**src/verilog/mrxps_pkg.sv**
```systemverilog
package mrxps_pkg;
	// Register byte offsets
	localparam logic [5:0] OFF_FEATURE = 6'h00;
	localparam logic [5:0] OFF_MODE = 6'h04;
	localparam logic [5:0] OFF_TEST = 6'h08;
	localparam logic [5:0] OFF_HASH_LO = 6'h0c;
	localparam logic [5:0] OFF_HASH_HI = 6'h10;
	localparam logic [5:0] OFF_IRQ_STAT = 6'h14;
	localparam logic [5:0] OFF_IRQ_MASK = 6'h18;
	localparam logic [5:0] OFF_RX_DESC = 6'h1c;
	// Field positions and widths
	localparam int BIT_PAD_STRIP = 10;
	localparam int BIT_LOOP_EN = 2;
	localparam int BIT_TX_FCS_DIS = 3;
	localparam int BIT_INT_LOOP = 6;
	localparam int BIT_CODEC_LOOP = 8;
	localparam int BIT_TP_PORT = 9;
	localparam int BIT_RUNT_ACCEPT = 3;
	localparam int IRQ_W = 3;
	localparam int IRQ_DONE = 0;
	localparam int IRQ_FCS = 1;
	localparam int IRQ_DELETED = 2;
	localparam int DESC_FCS_ERR = 0;
	localparam int DESC_LATE_COL = 1;
	localparam int DESC_HASH_HIT = 2;
	localparam int DESC_STRIPPED = 3;
	localparam int DESC_CNT_LSB = 4;
	localparam int DESC_CNT_W = 12;
	// Reset values
	localparam logic [31:0] RST_FEATURE = 32'h0000_0000;
	localparam logic [31:0] RST_MODE = 32'h0000_0000;
	localparam logic [31:0] RST_TEST = 32'h0000_0000;
	localparam logic [63:0] RST_HASH = 64'h0;
	// Frame layout and limits, in bytes
	localparam int LEN_HI_IDX = 12;
	localparam int LEN_LO_IDX = 13;
	localparam int HDR_BYTES = 14;
	localparam int DA_LAST_IDX = 5;
	localparam int STRIP_LIMIT = 46;
	localparam int MIN_FRAME = 64;
	localparam int SLOT_BYTES = 512 / 8;
	// Reflected CRC-32
	localparam logic [31:0] CRC_POLY = 32'hedb8_8320;
	localparam logic [31:0] CRC_INIT = 32'hffff_ffff;
	localparam logic [31:0] CRC_RESIDUE = 32'hdebb_20e3;
	typedef enum {RX_IDLE, RX_RECV, RX_DROP} mrxps_state_t;
endpackage : mrxps_pkg

```
**src/verilog/mrxps_rx_frontend.sv**
```systemverilog
// How it works
// [RL1] Feature bit 10 set enables automatic receive pad stripping.
// [RL2] Stripped pad and trailing FCS never reach the receive FIFO.
// [RL3] Length below 46: keep header plus that many data bytes only.
// [RL4] Length/type 46 or more passes unmodified, stripping or not.
// [RL5] FCS checked over all bytes incl. pad; mismatch flags descriptor.
// [RL6] Collision inside first 512 bit times deletes frame from FIFO.
// [RL7] Frames under 64 bytes discarded unless runt accept is set.
// [RL8] Deletion rewinds only the current frame; earlier frames stay.
// [RL9] Loopback with FCS enabled: transmitter appends, no receive check.
// [RL10] FCS disabled: software supplies FCS, receiver computes and checks.
// [RL11] Loop, codec loop and internal loop bits pick the loop path.
// [RL12] Multicast hash result valid in loopback only with FCS disabled.
// [RL13] Loopback otherwise behaves as normal, stripping included.
// [RL14] Internal loopback: nothing transmitted, network receive ignored.
// [RL15] AUI external loopback: transmit to network, keep receiving.
// [RL16] Twisted-pair external loopback: tx fed to rx, no collision.
// [RL17] Software keeps loopback frames 64 bytes unless runts accepted.
// [RL18] Transmit FCS disable reads zero after reset.
// [RL19] Length field taken most significant byte first.
`timescale 1ns/1ns
module mrxps_rx_frontend #(
	parameter int CNT_W = 11
) (
	input wire logic clk_i,
	input wire logic nrst_i,
	input wire logic ce_i,
	input wire logic [5:0] avs_address_i,
	input wire logic avs_read_i,
	input wire logic avs_write_i,
	input wire logic [31:0] avs_writedata_i,
	input wire logic [3:0] avs_byteenable_i,
	output logic [31:0] avs_readdata_o,
	output logic avs_waitrequest_o,
	input wire logic net_rx_valid_i,
	input wire logic [7:0] net_rx_data_i,
	input wire logic net_rx_sof_i,
	input wire logic net_rx_eof_i,
	input wire logic net_col_i,
	input wire logic mac_tx_valid_i,
	input wire logic [7:0] mac_tx_data_i,
	input wire logic mac_tx_sof_i,
	input wire logic mac_tx_eof_i,
	output logic net_tx_valid_o,
	output logic [7:0] net_tx_data_o,
	output logic net_tx_sof_o,
	output logic net_tx_eof_o,
	output logic codec_in_loop_o,
	output logic tx_fcs_append_o,
	output logic fifo_wr_o,
	output logic [7:0] fifo_data_o,
	output logic fifo_commit_o,
	output logic fifo_discard_o,
	output logic [15:0] desc_status_o,
	output logic irq_o
);
	localparam logic [CNT_W-1:0] MAX_CNT = '1;

	if (CNT_W < 7 || CNT_W > mrxps_pkg::DESC_CNT_W)
	begin : g_bad_cnt_w
		$error("CNT_W must lie between 7 and 12");
	end

	logic [1:0] rst_sync;
	logic rst_n;
	logic [31:0] feature_control_reg;
	logic [31:0] mode_reg;
	logic [31:0] test_feature_reg;
	logic [63:0] multicast_hash_filter;
	logic [mrxps_pkg::IRQ_W-1:0] irq_stat;
	logic [mrxps_pkg::IRQ_W-1:0] irq_mask;
	logic [mrxps_pkg::IRQ_W-1:0] irq_event;
	logic [15:0] rx_descriptor_word1;
	logic bus_req;
	logic bus_fire;
	logic [31:0] next_rdata;
	logic [31:0] wmask;
	logic rx_pad_strip_en;
	logic runt_accept_en;
	logic tx_fcs_disable;
	logic loop_en;
	logic internal_loop_sel;
	logic codec_loop_sel;
	logic tp_port_sel;
	logic loop_internal;
	logic loop_tp_ext;
	logic use_tx;
	logic s_valid;
	logic [7:0] s_data;
	logic s_sof;
	logic s_eof;
	logic s_col;
	mrxps_pkg::mrxps_state_t state;
	logic [CNT_W-1:0] cnt;
	logic [CNT_W-1:0] wr_cnt;
	logic [15:0] len_field;
	logic [31:0] crc;
	logic [31:0] next_crc;
	logic strip_f;
	logic check_f;
	logic mcast_f;
	logic hash_hit;
	logic late_col;
	logic stripped;
	logic keep_byte;
	logic [5:0] hash_idx;
	logic runt;
	logic fcs_bad;

	function automatic logic [31:0] crc_byte(input logic [31:0] c,
		input logic [7:0] d);
		logic [31:0] r;
		r = c;
		for (int i = 0; i < 8; i++)
		begin
			r = (r[0] ^ d[i]) ? ((r >> 1) ^ mrxps_pkg::CRC_POLY) : (r >> 1);
		end
		return r;
	endfunction : crc_byte

	// Reset release through two flops
	always_ff @(posedge clk_i or negedge nrst_i)
	begin
		if (!nrst_i)
			rst_sync <= 2'b00;
		else
			rst_sync <= {rst_sync[0], 1'b1};
	end
	assign rst_n = rst_sync[1];

	assign rx_pad_strip_en = feature_control_reg[mrxps_pkg::BIT_PAD_STRIP];
	assign runt_accept_en = test_feature_reg[mrxps_pkg::BIT_RUNT_ACCEPT];
	assign tx_fcs_disable = mode_reg[mrxps_pkg::BIT_TX_FCS_DIS];
	assign loop_en = mode_reg[mrxps_pkg::BIT_LOOP_EN];
	assign internal_loop_sel = mode_reg[mrxps_pkg::BIT_INT_LOOP];
	assign codec_loop_sel = mode_reg[mrxps_pkg::BIT_CODEC_LOOP];
	assign tp_port_sel = mode_reg[mrxps_pkg::BIT_TP_PORT];

	// Bus: taken at first edge, answered one cycle later
	assign bus_req = avs_read_i | avs_write_i;
	assign bus_fire = bus_req & ~avs_waitrequest_o;
	for (genvar b = 0; b < 4; b++)
	begin : g_wmask
		assign wmask[8*b+:8] = {8{avs_byteenable_i[b]}};
	end

	always_comb
	begin
		next_rdata = 32'h0000_0000;
		unique case (avs_address_i)
			mrxps_pkg::OFF_FEATURE: next_rdata = feature_control_reg;
			mrxps_pkg::OFF_MODE: next_rdata = mode_reg;
			mrxps_pkg::OFF_TEST: next_rdata = test_feature_reg;
			mrxps_pkg::OFF_HASH_LO: next_rdata = multicast_hash_filter[31:0];
			mrxps_pkg::OFF_HASH_HI: next_rdata = multicast_hash_filter[63:32];
			mrxps_pkg::OFF_IRQ_STAT: next_rdata[mrxps_pkg::IRQ_W-1:0] = irq_stat;
			mrxps_pkg::OFF_IRQ_MASK: next_rdata[mrxps_pkg::IRQ_W-1:0] = irq_mask;
			mrxps_pkg::OFF_RX_DESC: next_rdata[15:0] = rx_descriptor_word1;
			default: next_rdata = 32'h0000_0000;
		endcase
	end

	always_ff @(posedge clk_i or negedge rst_n)
	begin
		if (!rst_n)
		begin
			avs_waitrequest_o <= 1'b1;
			avs_readdata_o <= 32'h0000_0000;
		end
		else if (ce_i)
		begin
			if (bus_req && avs_waitrequest_o)
			begin
				avs_waitrequest_o <= 1'b0;
				avs_readdata_o <= next_rdata;
			end
			else
				avs_waitrequest_o <= 1'b1;
		end
	end

	always_ff @(posedge clk_i or negedge rst_n)
	begin
		if (!rst_n)
		begin
			feature_control_reg <= mrxps_pkg::RST_FEATURE;
			mode_reg <= mrxps_pkg::RST_MODE; // RL18
			test_feature_reg <= mrxps_pkg::RST_TEST;
			multicast_hash_filter <= mrxps_pkg::RST_HASH;
			irq_mask <= '0;
		end
		else if (ce_i && bus_fire && avs_write_i)
		begin
			unique case (avs_address_i)
				mrxps_pkg::OFF_FEATURE: feature_control_reg <=
					(feature_control_reg & ~wmask) | (avs_writedata_i & wmask);
				mrxps_pkg::OFF_MODE: mode_reg <=
					(mode_reg & ~wmask) | (avs_writedata_i & wmask);
				mrxps_pkg::OFF_TEST: test_feature_reg <=
					(test_feature_reg & ~wmask) | (avs_writedata_i & wmask);
				mrxps_pkg::OFF_HASH_LO: multicast_hash_filter[31:0] <=
					(multicast_hash_filter[31:0] & ~wmask) |
					(avs_writedata_i & wmask);
				mrxps_pkg::OFF_HASH_HI: multicast_hash_filter[63:32] <=
					(multicast_hash_filter[63:32] & ~wmask) |
					(avs_writedata_i & wmask);
				mrxps_pkg::OFF_IRQ_MASK: if (avs_byteenable_i[0])
					irq_mask <= avs_writedata_i[mrxps_pkg::IRQ_W-1:0];
				default: ;
			endcase
		end
	end

	// Sticky status, write one to clear; a new event wins
	always_ff @(posedge clk_i or negedge rst_n)
	begin
		if (!rst_n)
		begin
			irq_stat <= '0;
			irq_o <= 1'b0;
		end
		else if (ce_i)
		begin
			if (bus_fire && avs_write_i && avs_byteenable_i[0] &&
				avs_address_i == mrxps_pkg::OFF_IRQ_STAT)
				irq_stat <= (irq_stat &
					~avs_writedata_i[mrxps_pkg::IRQ_W-1:0]) | irq_event;
			else
				irq_stat <= irq_stat | irq_event;
			irq_o <= |((irq_stat | irq_event) & irq_mask);
		end
	end

	// Loopback path selection
	assign loop_internal = loop_en & internal_loop_sel; // RL11
	assign loop_tp_ext = loop_en & ~internal_loop_sel & tp_port_sel; // RL11
	assign use_tx = loop_internal | loop_tp_ext; // RL14 RL16
	assign s_valid = use_tx ? mac_tx_valid_i : net_rx_valid_i;
	assign s_data = use_tx ? mac_tx_data_i : net_rx_data_i;
	assign s_sof = use_tx ? mac_tx_sof_i : net_rx_sof_i;
	assign s_eof = use_tx ? mac_tx_eof_i : net_rx_eof_i;
	assign s_col = ~use_tx & net_col_i; // RL15 RL16

	always_ff @(posedge clk_i or negedge rst_n)
	begin
		if (!rst_n)
		begin
			net_tx_valid_o <= 1'b0;
			net_tx_data_o <= 8'h00;
			net_tx_sof_o <= 1'b0;
			net_tx_eof_o <= 1'b0;
			codec_in_loop_o <= 1'b0;
			tx_fcs_append_o <= 1'b1;
		end
		else if (ce_i)
		begin
			net_tx_valid_o <= mac_tx_valid_i & ~loop_internal; // RL14 RL15
			net_tx_data_o <= loop_internal ? 8'h00 : mac_tx_data_i;
			net_tx_sof_o <= mac_tx_sof_i & ~loop_internal;
			net_tx_eof_o <= mac_tx_eof_i & ~loop_internal;
			codec_in_loop_o <= loop_en & (~internal_loop_sel | codec_loop_sel);
			tx_fcs_append_o <= ~tx_fcs_disable; // RL9 RL10
		end
	end

	// Receive byte path
	assign next_crc = crc_byte(crc, s_data);
	assign hash_idx = {next_crc[0], next_crc[1], next_crc[2],
		next_crc[3], next_crc[4], next_crc[5]};
	always_comb
	begin
		keep_byte = 1'b1;
		if (strip_f && cnt >= CNT_W'(mrxps_pkg::HDR_BYTES) &&
			len_field < 16'(mrxps_pkg::STRIP_LIMIT)) // RL3 RL4
			keep_byte = 32'(cnt) < mrxps_pkg::HDR_BYTES + 32'(len_field); // RL2
	end
	assign runt = cnt < CNT_W'(mrxps_pkg::MIN_FRAME) & ~runt_accept_en; // RL7
	assign fcs_bad = check_f & (crc != mrxps_pkg::CRC_RESIDUE); // RL5

	always_ff @(posedge clk_i or negedge rst_n)
	begin
		if (!rst_n)
		begin
			state <= mrxps_pkg::RX_IDLE;
			cnt <= '0;
			wr_cnt <= '0;
			len_field <= 16'h0000;
			crc <= mrxps_pkg::CRC_INIT;
			strip_f <= 1'b0;
			check_f <= 1'b0;
			mcast_f <= 1'b0;
			hash_hit <= 1'b0;
			late_col <= 1'b0;
			stripped <= 1'b0;
			fifo_wr_o <= 1'b0;
			fifo_data_o <= 8'h00;
			fifo_commit_o <= 1'b0;
			fifo_discard_o <= 1'b0;
			desc_status_o <= 16'h0000;
			rx_descriptor_word1 <= 16'h0000;
			irq_event <= '0;
		end
		else if (ce_i)
		begin
			fifo_wr_o <= 1'b0;
			fifo_commit_o <= 1'b0;
			fifo_discard_o <= 1'b0;
			irq_event <= '0;
			unique case (state)
				mrxps_pkg::RX_IDLE:
					if (s_valid && s_sof)
					begin
						state <= mrxps_pkg::RX_RECV;
						cnt <= CNT_W'(1);
						wr_cnt <= CNT_W'(1);
						crc <= crc_byte(mrxps_pkg::CRC_INIT, s_data);
						strip_f <= rx_pad_strip_en; // RL1 RL13
						check_f <= ~loop_en | tx_fcs_disable; // RL9 RL10 RL12
						mcast_f <= s_data[0];
						hash_hit <= 1'b0;
						late_col <= 1'b0;
						stripped <= 1'b0;
						len_field <= 16'h0000;
						fifo_wr_o <= 1'b1;
						fifo_data_o <= s_data;
					end
				mrxps_pkg::RX_RECV:
					if (s_col && cnt < CNT_W'(mrxps_pkg::SLOT_BYTES))
					begin
						fifo_discard_o <= 1'b1; // RL6 RL8
						irq_event[mrxps_pkg::IRQ_DELETED] <= 1'b1;
						state <= s_eof ? mrxps_pkg::RX_IDLE : mrxps_pkg::RX_DROP;
					end
					else if (s_eof)
					begin
						state <= mrxps_pkg::RX_IDLE;
						if (runt)
						begin
							fifo_discard_o <= 1'b1; // RL7 RL8
							irq_event[mrxps_pkg::IRQ_DELETED] <= 1'b1;
						end
						else
						begin
							fifo_commit_o <= 1'b1;
							desc_status_o <=
								{(mrxps_pkg::DESC_CNT_W)'(wr_cnt), stripped,
								hash_hit & check_f, late_col | s_col, fcs_bad};
							rx_descriptor_word1 <=
								{(mrxps_pkg::DESC_CNT_W)'(wr_cnt), stripped,
								hash_hit & check_f, late_col | s_col, fcs_bad}; // RL5
							irq_event[mrxps_pkg::IRQ_DONE] <= 1'b1;
							irq_event[mrxps_pkg::IRQ_FCS] <= fcs_bad;
						end
					end
					else
					begin
						if (s_col)
							late_col <= 1'b1;
						if (s_valid)
						begin
							crc <= next_crc; // RL5
							if (cnt != MAX_CNT)
								cnt <= cnt + CNT_W'(1);
							if (cnt == CNT_W'(mrxps_pkg::LEN_HI_IDX))
								len_field[15:8] <= s_data; // RL19
							if (cnt == CNT_W'(mrxps_pkg::LEN_LO_IDX))
								len_field[7:0] <= s_data; // RL19
							if (cnt == CNT_W'(mrxps_pkg::DA_LAST_IDX))
								hash_hit <= mcast_f &
									multicast_hash_filter[hash_idx]; // RL12
							if (keep_byte)
							begin
								fifo_wr_o <= 1'b1;
								fifo_data_o <= s_data;
								if (wr_cnt != MAX_CNT)
									wr_cnt <= wr_cnt + CNT_W'(1);
							end
							else
								stripped <= 1'b1; // RL2
						end
					end
				mrxps_pkg::RX_DROP:
					if (s_eof)
						state <= mrxps_pkg::RX_IDLE;
			endcase
		end
	end
endmodule : mrxps_rx_frontend
```
**config.mk**
```make
export PLATFORM = sky130hd
export DESIGN_NAME = mrxps_rx_frontend
export DESIGN_NICKNAME = d
export VERILOG_FILES = /design/src/verilog/mrxps_pkg.sv /design/src/verilog/mrxps_rx_frontend.sv
export SDC_FILE = /design/constraint.sdc
export NUM_CORES = 1
export LEC_CHECK = 0
export BUFFER_PORTS_ARGS = -buffer_cell sky130_fd_sc_hd__buf_2
export CORE_ASPECT_RATIO = 1.75
export CORE_MARGIN = 2
export CORE_UTILIZATION = 53
export CTS_CLUSTER_DIAMETER = 60
export DETAILED_ROUTE_END_ITERATION = 6
export PLACE_DENSITY = 0.75
export SYNTH_ARGS = -nofsm -noshare
export SYNTH_HDL_FRONTEND = slang
export SYNTH_SLANG_ARGS = --single-unit
```
**constraint.sdc**
```tcl
create_clock -name clk_i -period 10.7 [get_ports clk_i]
set_input_delay 2.14 -clock clk_i [delete_from_list [all_inputs] [get_ports clk_i]]
set_output_delay 2.14 -clock clk_i [all_outputs]
set_load 0.005 [all_outputs]
```
Word level (Yosys, flattened, before mapping)

Cells that the tools add are included.

Register bits: 352
Latch bits: 0
Memory bits (writable): 0
Bits in read-only memories: 0
Input port bits: 70
Logic and storage cells: 275
Memories kept: 0

$add $sub $neg: 3
Multipliers: 0
Divide/modulo/power cells: 0
Order comparisons: 5
Eq/ne operators: 27
Shifts and indexed selects: 0
Mux-type cells: 98
Bitwise gates (word level): 74
Reductions and logical operators: 33

Operators with widths:

| kind                                                 | count |
|---|---|
| 2-to-1 mux 32 bit                                    | 23 |
| NOT 13 -> 14 bit                                     | 15 |
| AND 32 bit                                           | 6 |
| OR 32 bit                                            | 5 |
| 2-to-1 mux 11 bit                                    | 10 |
| case mux 32 bit (3 select lines)                     | 1 |
| case mux 16 bit (5 select lines)                     | 1 |
| case mux 13 bit (6 select lines)                     | 1 |
| 2-to-1 mux 8 bit                                     | 9 |
| 2-to-1 mux 16 bit                                    | 4 |
| case mux 32 bit (2 select lines)                     | 1 |
| case mux 11 bit (2 select lines)                     | 2 |
| AND reduction 7 bit                                  | 6 |
| equality test 32 x 1 -> 1 bit, second input constant | 1 |
| equality test 32 x 2 -> 1 bit, second input constant | 1 |
| zero test 32 bit                                     | 1 |
| 2-to-1 mux 1 bit                                     | 32 |
| inequality test 32 bit, second input constant        | 1 |
| NOT 32 bit                                           | 1 |
| case mux 16 bit (2 select lines)                     | 1 |
| equality test 6 x 5 -> 1 bit, second input constant  | 4 |
| inequality test 2 bit, second input constant         | 12 |
| case mux 3 bit (8 select lines)                      | 1 |
| adder 11 x 1 -> 11 bit, second input constant        | 2 |
| other kinds (32)                                     | 99 |

Logic depth before layout (Yosys ltp)

Depth after elaboration: 29
Mapped depth: 16
Gate-level depth less buffers: 15

Least setup slack after synthesis

Ideal clock, no wire load.

Kind: input to register
Start: input net_rx_data_i[1]
End: register hash_hit
Data arrival time: 4.532 ns
Required time: 10.571 ns
Slack: 6.039 ns
Cell stages on the path: 13
Buffers on the path: 2
Cells stage by stage: mux2i_2 > xnor2_2 > xnor3_1 > buf_2 > buf_2 > mux2i_1 > nand2_1 > o211ai_1 > nand2_1 > a221oi_2 > nand3_1 > a32oi_1 > o31ai_1

Cells in the longest elaborated chain, start to end: 19
Elaborated cells between the ends (all ways): 21
Those cells by class: mux: 15; bitwise: 6

RTL lines:

| element                                    | line                     | text |
|---|---|---|
| start: declaration                         | mrxps_rx_frontend.sv:36  | `input wire logic [7:0] net_rx_data_i,` |
| 2-to-1 mux 8 bit (*)                       | mrxps_rx_frontend.sv:239 | `assign s_data = use_tx ? mac_tx_data_i : net_rx_data_i;` |
| XOR 1 bit (*)                              | mrxps_rx_frontend.sv:116 | `r = (r[0] ^ d[i]) ? ((r >> 1) ^ mrxps_pkg::CRC_POLY) : (r >> 1);` |
| 2-to-1 mux 32 bit (*)                      | mrxps_rx_frontend.sv:116 |  |
| NOT 13 -> 14 bit (no source line)          | -                        |  |
| 2-to-1 mux 32 bit (*) (3 in a row)         | mrxps_rx_frontend.sv:116 |  |
| NOT 13 -> 14 bit (no source line)          | -                        |  |
| 2-to-1 mux 32 bit (*) (3 in a row)         | mrxps_rx_frontend.sv:116 |  |
| binary-select mux 1 bit (select 6 bit) (*) | mrxps_rx_frontend.sv:370 | `multicast_hash_filter[hash_idx];` |
| 2-to-1 mux 1 bit (implied by the code) (*) | mrxps_rx_frontend.sv:370 |  |
| AND 1 bit (*)                              | mrxps_rx_frontend.sv:369 | `hash_hit <= mcast_f &` |
| 2-to-1 mux 1 bit (*)                       | mrxps_rx_frontend.sv:368 | `if (cnt == CNT_W'(mrxps_pkg::DA_LAST_IDX))` |
| 2-to-1 mux 1 bit (*)                       | mrxps_rx_frontend.sv:359 | `if (s_valid)` |
| 2-to-1 mux 1 bit (*)                       | mrxps_rx_frontend.sv:334 | `else if (s_eof)` |
| 2-to-1 mux 1 bit (*)                       | mrxps_rx_frontend.sv:328 | `if (s_col && cnt < CNT_W'(mrxps_pkg::SLOT_BYTES))` |
| case mux 1 bit (2 select lines) (*)        | mrxps_rx_frontend.sv:309 | `unique case (state)` |
| end signal: assignment                     | mrxps_rx_frontend.sv:369 |  |
| end: declaration                           | mrxps_rx_frontend.sv:102 | `logic hash_hit;` |

Mark *: on every way between the ends. The rest lies on a longest branch, timed or not. The select of a mux whose other input is x is not followed.
A chain may end at the register's enable or synchronous reset.

Final worst setup path

Start: input mac_tx_data_i[3]
End: register hash_hit

Cells in the longest elaborated chain, start to end: 17
Elaborated cells between the ends (all ways): 18
Those cells by class: mux: 13; bitwise: 5

RTL lines:

| element                                    | line                     | text |
|---|---|---|
| start: declaration                         | mrxps_rx_frontend.sv:41  | `input wire logic [7:0] mac_tx_data_i,` |
| 2-to-1 mux 8 bit (*)                       | mrxps_rx_frontend.sv:239 |  |
| XOR 1 bit (*)                              | mrxps_rx_frontend.sv:116 |  |
| 2-to-1 mux 32 bit (*)                      | mrxps_rx_frontend.sv:116 |  |
| NOT 13 -> 14 bit (no source line)          | -                        |  |
| 2-to-1 mux 32 bit (*) (3 in a row)         | mrxps_rx_frontend.sv:116 |  |
| NOT 13 -> 14 bit (no source line)          | -                        |  |
| 2-to-1 mux 32 bit (*)                      | mrxps_rx_frontend.sv:116 |  |
| binary-select mux 1 bit (select 6 bit) (*) | mrxps_rx_frontend.sv:370 |  |
| 2-to-1 mux 1 bit (implied by the code) (*) | mrxps_rx_frontend.sv:370 |  |
| AND 1 bit (*)                              | mrxps_rx_frontend.sv:369 |  |
| 2-to-1 mux 1 bit (*)                       | mrxps_rx_frontend.sv:368 |  |
| 2-to-1 mux 1 bit (*)                       | mrxps_rx_frontend.sv:359 |  |
| 2-to-1 mux 1 bit (*)                       | mrxps_rx_frontend.sv:334 |  |
| 2-to-1 mux 1 bit (*)                       | mrxps_rx_frontend.sv:328 |  |
| case mux 1 bit (2 select lines) (*)        | mrxps_rx_frontend.sv:309 |  |

Marked as above.

==> results.toml <==
[outcome]
status = "complete, no violations"

[cts]
clk_latency_ps = 540
htreeDepth = 2
numCtsBuffers = 36
postCtsHoldBufs = 0
clk_path_buf_depth = 3
path_clk_slew_ps = 70
cts_tree = "yes"
cts_sinks = 350
cts-resized-gates = 0
cts-root-buf = "clkbuf_16"
cts_setup_buffers = 0

[cells_and_area]
post-route-util_pct = 60.7
final-seq-area_sq_um = 8800
antennaDiodeCount = 0
drive_above_1_share_pct = 26.0
multi_input_area_sq_um = 8090
final_nets = 1785
fillers = 2612
area_delta_synth_final_pct = 13.0

[placed_design]
place_ws_ps = 5060
port_buffers = 142
gp_congestion = 0.970
dp_hpwl_mm = 35.4

[worst_setup_path]
critPathBufInv = 1
critPathCapture = "hash_hit"
path_depth = 10
crit_start = "mac_tx_data_i[3]"
timing.rr.end = "hash_hit"
slowest_delay_ps = 790
r2r_slack_ps = 6230
worstPathMaxFanout = 33
criticalPathCategory = "in -> reg"
cp_cell_sequence = "buf_2 -> mux2i_4 -> xnor2_1 -> xnor2_2 -> xnor3_2 -> mux4_2 -> a221oi_2 -> nand3_1 -> a32oi_1 -> o31ai_1"
path_delay_family = "XOR/XNOR gates"
critPathSlowestCell = "xnor3_2"
rr_worst_depth = 11
required_ps = 11110
start_kind = "input pin"
worstPathArrival_ps = 5510
end_kind = "flip-flop"

[pwr]
peakVddDrop_mv = 0.261
p_leak_nw = 9.24
p_per_area_nw_per_um2 = 246

[timing]
tightest_slew_ps = 1150
finalCritPeriodShare_pct = 47.6
setup_slack_ps = 5600
holdWs_ps = 358
clock_skew_ps = 32.4
finalSetupViolCount = 0
fmax_ghz = 0.196
timing.final.crit_period_ps = 5100
hold_viol_final = 0
slew_headroom_pct = 22.2
tns_ps = 0
drv_slew = 0
rsz0062_at_grt = "false"

[synthesis]
ys_warn_count = 0
syn_area_sq_um = 17300
synth.distinct_cells = 70
synthCells = 1573
synth_commonest_cells = "dfrtp_1, nand2_1, mux2_2, o21ai_0, nor2_1"
synth_most_common_cell = "dfrtp_1"
yosysTopAreaCellShare_pct = 45.8
yosys.area.top_type = "dfrtp_1"
synth_edf_count = 0
syn_avg_cell_area_sq_um = 11.0
ys_seq_area_share_pct = 51.0
syn_nets = 1659
synthFlopType = "dfrtp_1"
synth_area_leaders = "dfrtp_1, mux2_2, dfstp_2"
async_flop_share_pct = 100
synth-seq-cells = 350

[floorplanning]
dieWidth_microns = 140
placementRows = 87
ios = 144
initial_utilization_pct = 53.7
die-height_microns = 243
core-area_sq_um = 32100
die_area_sq_um = 34100

[global_route]
use_met1_pct = 30.7
gr-total-overflow = 0
grt_max_degree = 87
met3_usage_pct = 3.83
grt_pass1_vias = 13439
antenna_found_initial = 3
met2_usage_pct = 51.6
grt_usage_pct = 28.4
grt-busiest-layer = "met2"
grt_pass1_wl_mm = 75.2

[flow_run]
maxCapViolCount = 0

[drt]
routedWlPerCell_microns = 22.5
wl_mm = 47.8
dr.pass1.iters = 5
postRouteAntennaNets = 0
vias = 12696
drtIter0Drc = 740
route.detailed.drc = 0
vias_per_cell = 5.97

[hold_path]
min_path_type = "reg -> reg"
-- layout make-up --
cell class / instances / share of cell area (%)
multi-input combinational: 1125 / 41.5
timing repair buffer: 162 / 4.42
sequential: 350 / 45.2
clock buffer: 50 / 5.26
clock inverter: 15 / 0.642
tap: 400 / 2.57
inverter: 24 / 0.462
-- worst min path at each step --
stage                 from     endpoint  slack (ps)  depth (start not counted)
3_3_place_gp   rst_sync[0]  rst_sync[1]         340                          0
4_1_cts        rst_sync[0]  rst_sync[1]         370                          0
3_5_place_dp   rst_sync[0]  rst_sync[1]         350                          0
6_report       rst_sync[0]  rst_sync[1]         360                          0
5_1_grt        rst_sync[0]  rst_sync[1]         380                          0
2_1_floorplan  rst_sync[0]  rst_sync[1]         330                          0
-- stage by stage --
step,cell area (sq um),std cells,total power [W]
2_1_floorplan,17300,1573,0.00310
3_3_place_gp,18300,2061,0.00353
3_5_place_dp,18300,2061,0.00358
4_1_cts,19500,2126,0.00482
5_1_grt,19500,2126,0.00508
6_report,19500,2126,0.00480
-- layer usage --
metal  up-vias  routed length [microns]
met1      6309                    16900
li1       5825                        -
met5         -                       40
met2       381                    25600
met3       175                     1920
met4         6                     3370
-- power breakdown --
part	internal, W	leakage, nW	total [W]	switching [W]
Clock	0.000702	0.565	0.00124	0.000536
Sequential	0.00151	4.66	0.00171	0.000193
Combinational	0.000766	4.01	0.00186	0.00109
-- logic make-up (layout without fill, tap and decap cells) --
| kind of cell | count (synthesis) | after routing | synth area share, % |
|---|---|---|---|
| fa+ha+maj | 16 | 16 | 1.16 |
| buf+inv | 98 | 251 | 2.30 |
| xor+xnor | 128 | 128 | 7.31 |
| mux | 215 | 215 | 14.3 |
| flops | 350 | 350 | 51.0 |
| compound gates | 308 | 308 | 11.8 |
| simple gates | 456 | 456 | 12.1 |
| other cells | 2 | 2 | 0.0435 |
-- cell usage in the layout, fill, tap and decap left out, types with 16 or more instances in the layout --
| master | n |
|---|---|
| dfrtp_1 | 315 |
| nand2_1 | 203 |
| mux2_2 | 163 |
| buf_2 | 142 |
| o21ai_0 | 101 |
| nor2_1 | 97 |
| xnor2_1 | 71 |
| a21oi_1 | 46 |
| xor2_1 | 45 |
| mux2i_1 | 42 |
| a22oi_1 | 42 |
| and2_1 | 40 |
| clkbuf_16 | 37 |
| dfstp_2 | 34 |
| a221oi_1 | 30 |
| nand3_1 | 27 |
| inv_1 | 23 |
| buf_4 | 20 |
| ha_1 | 16 |
(Power assumes the default switching activity.)
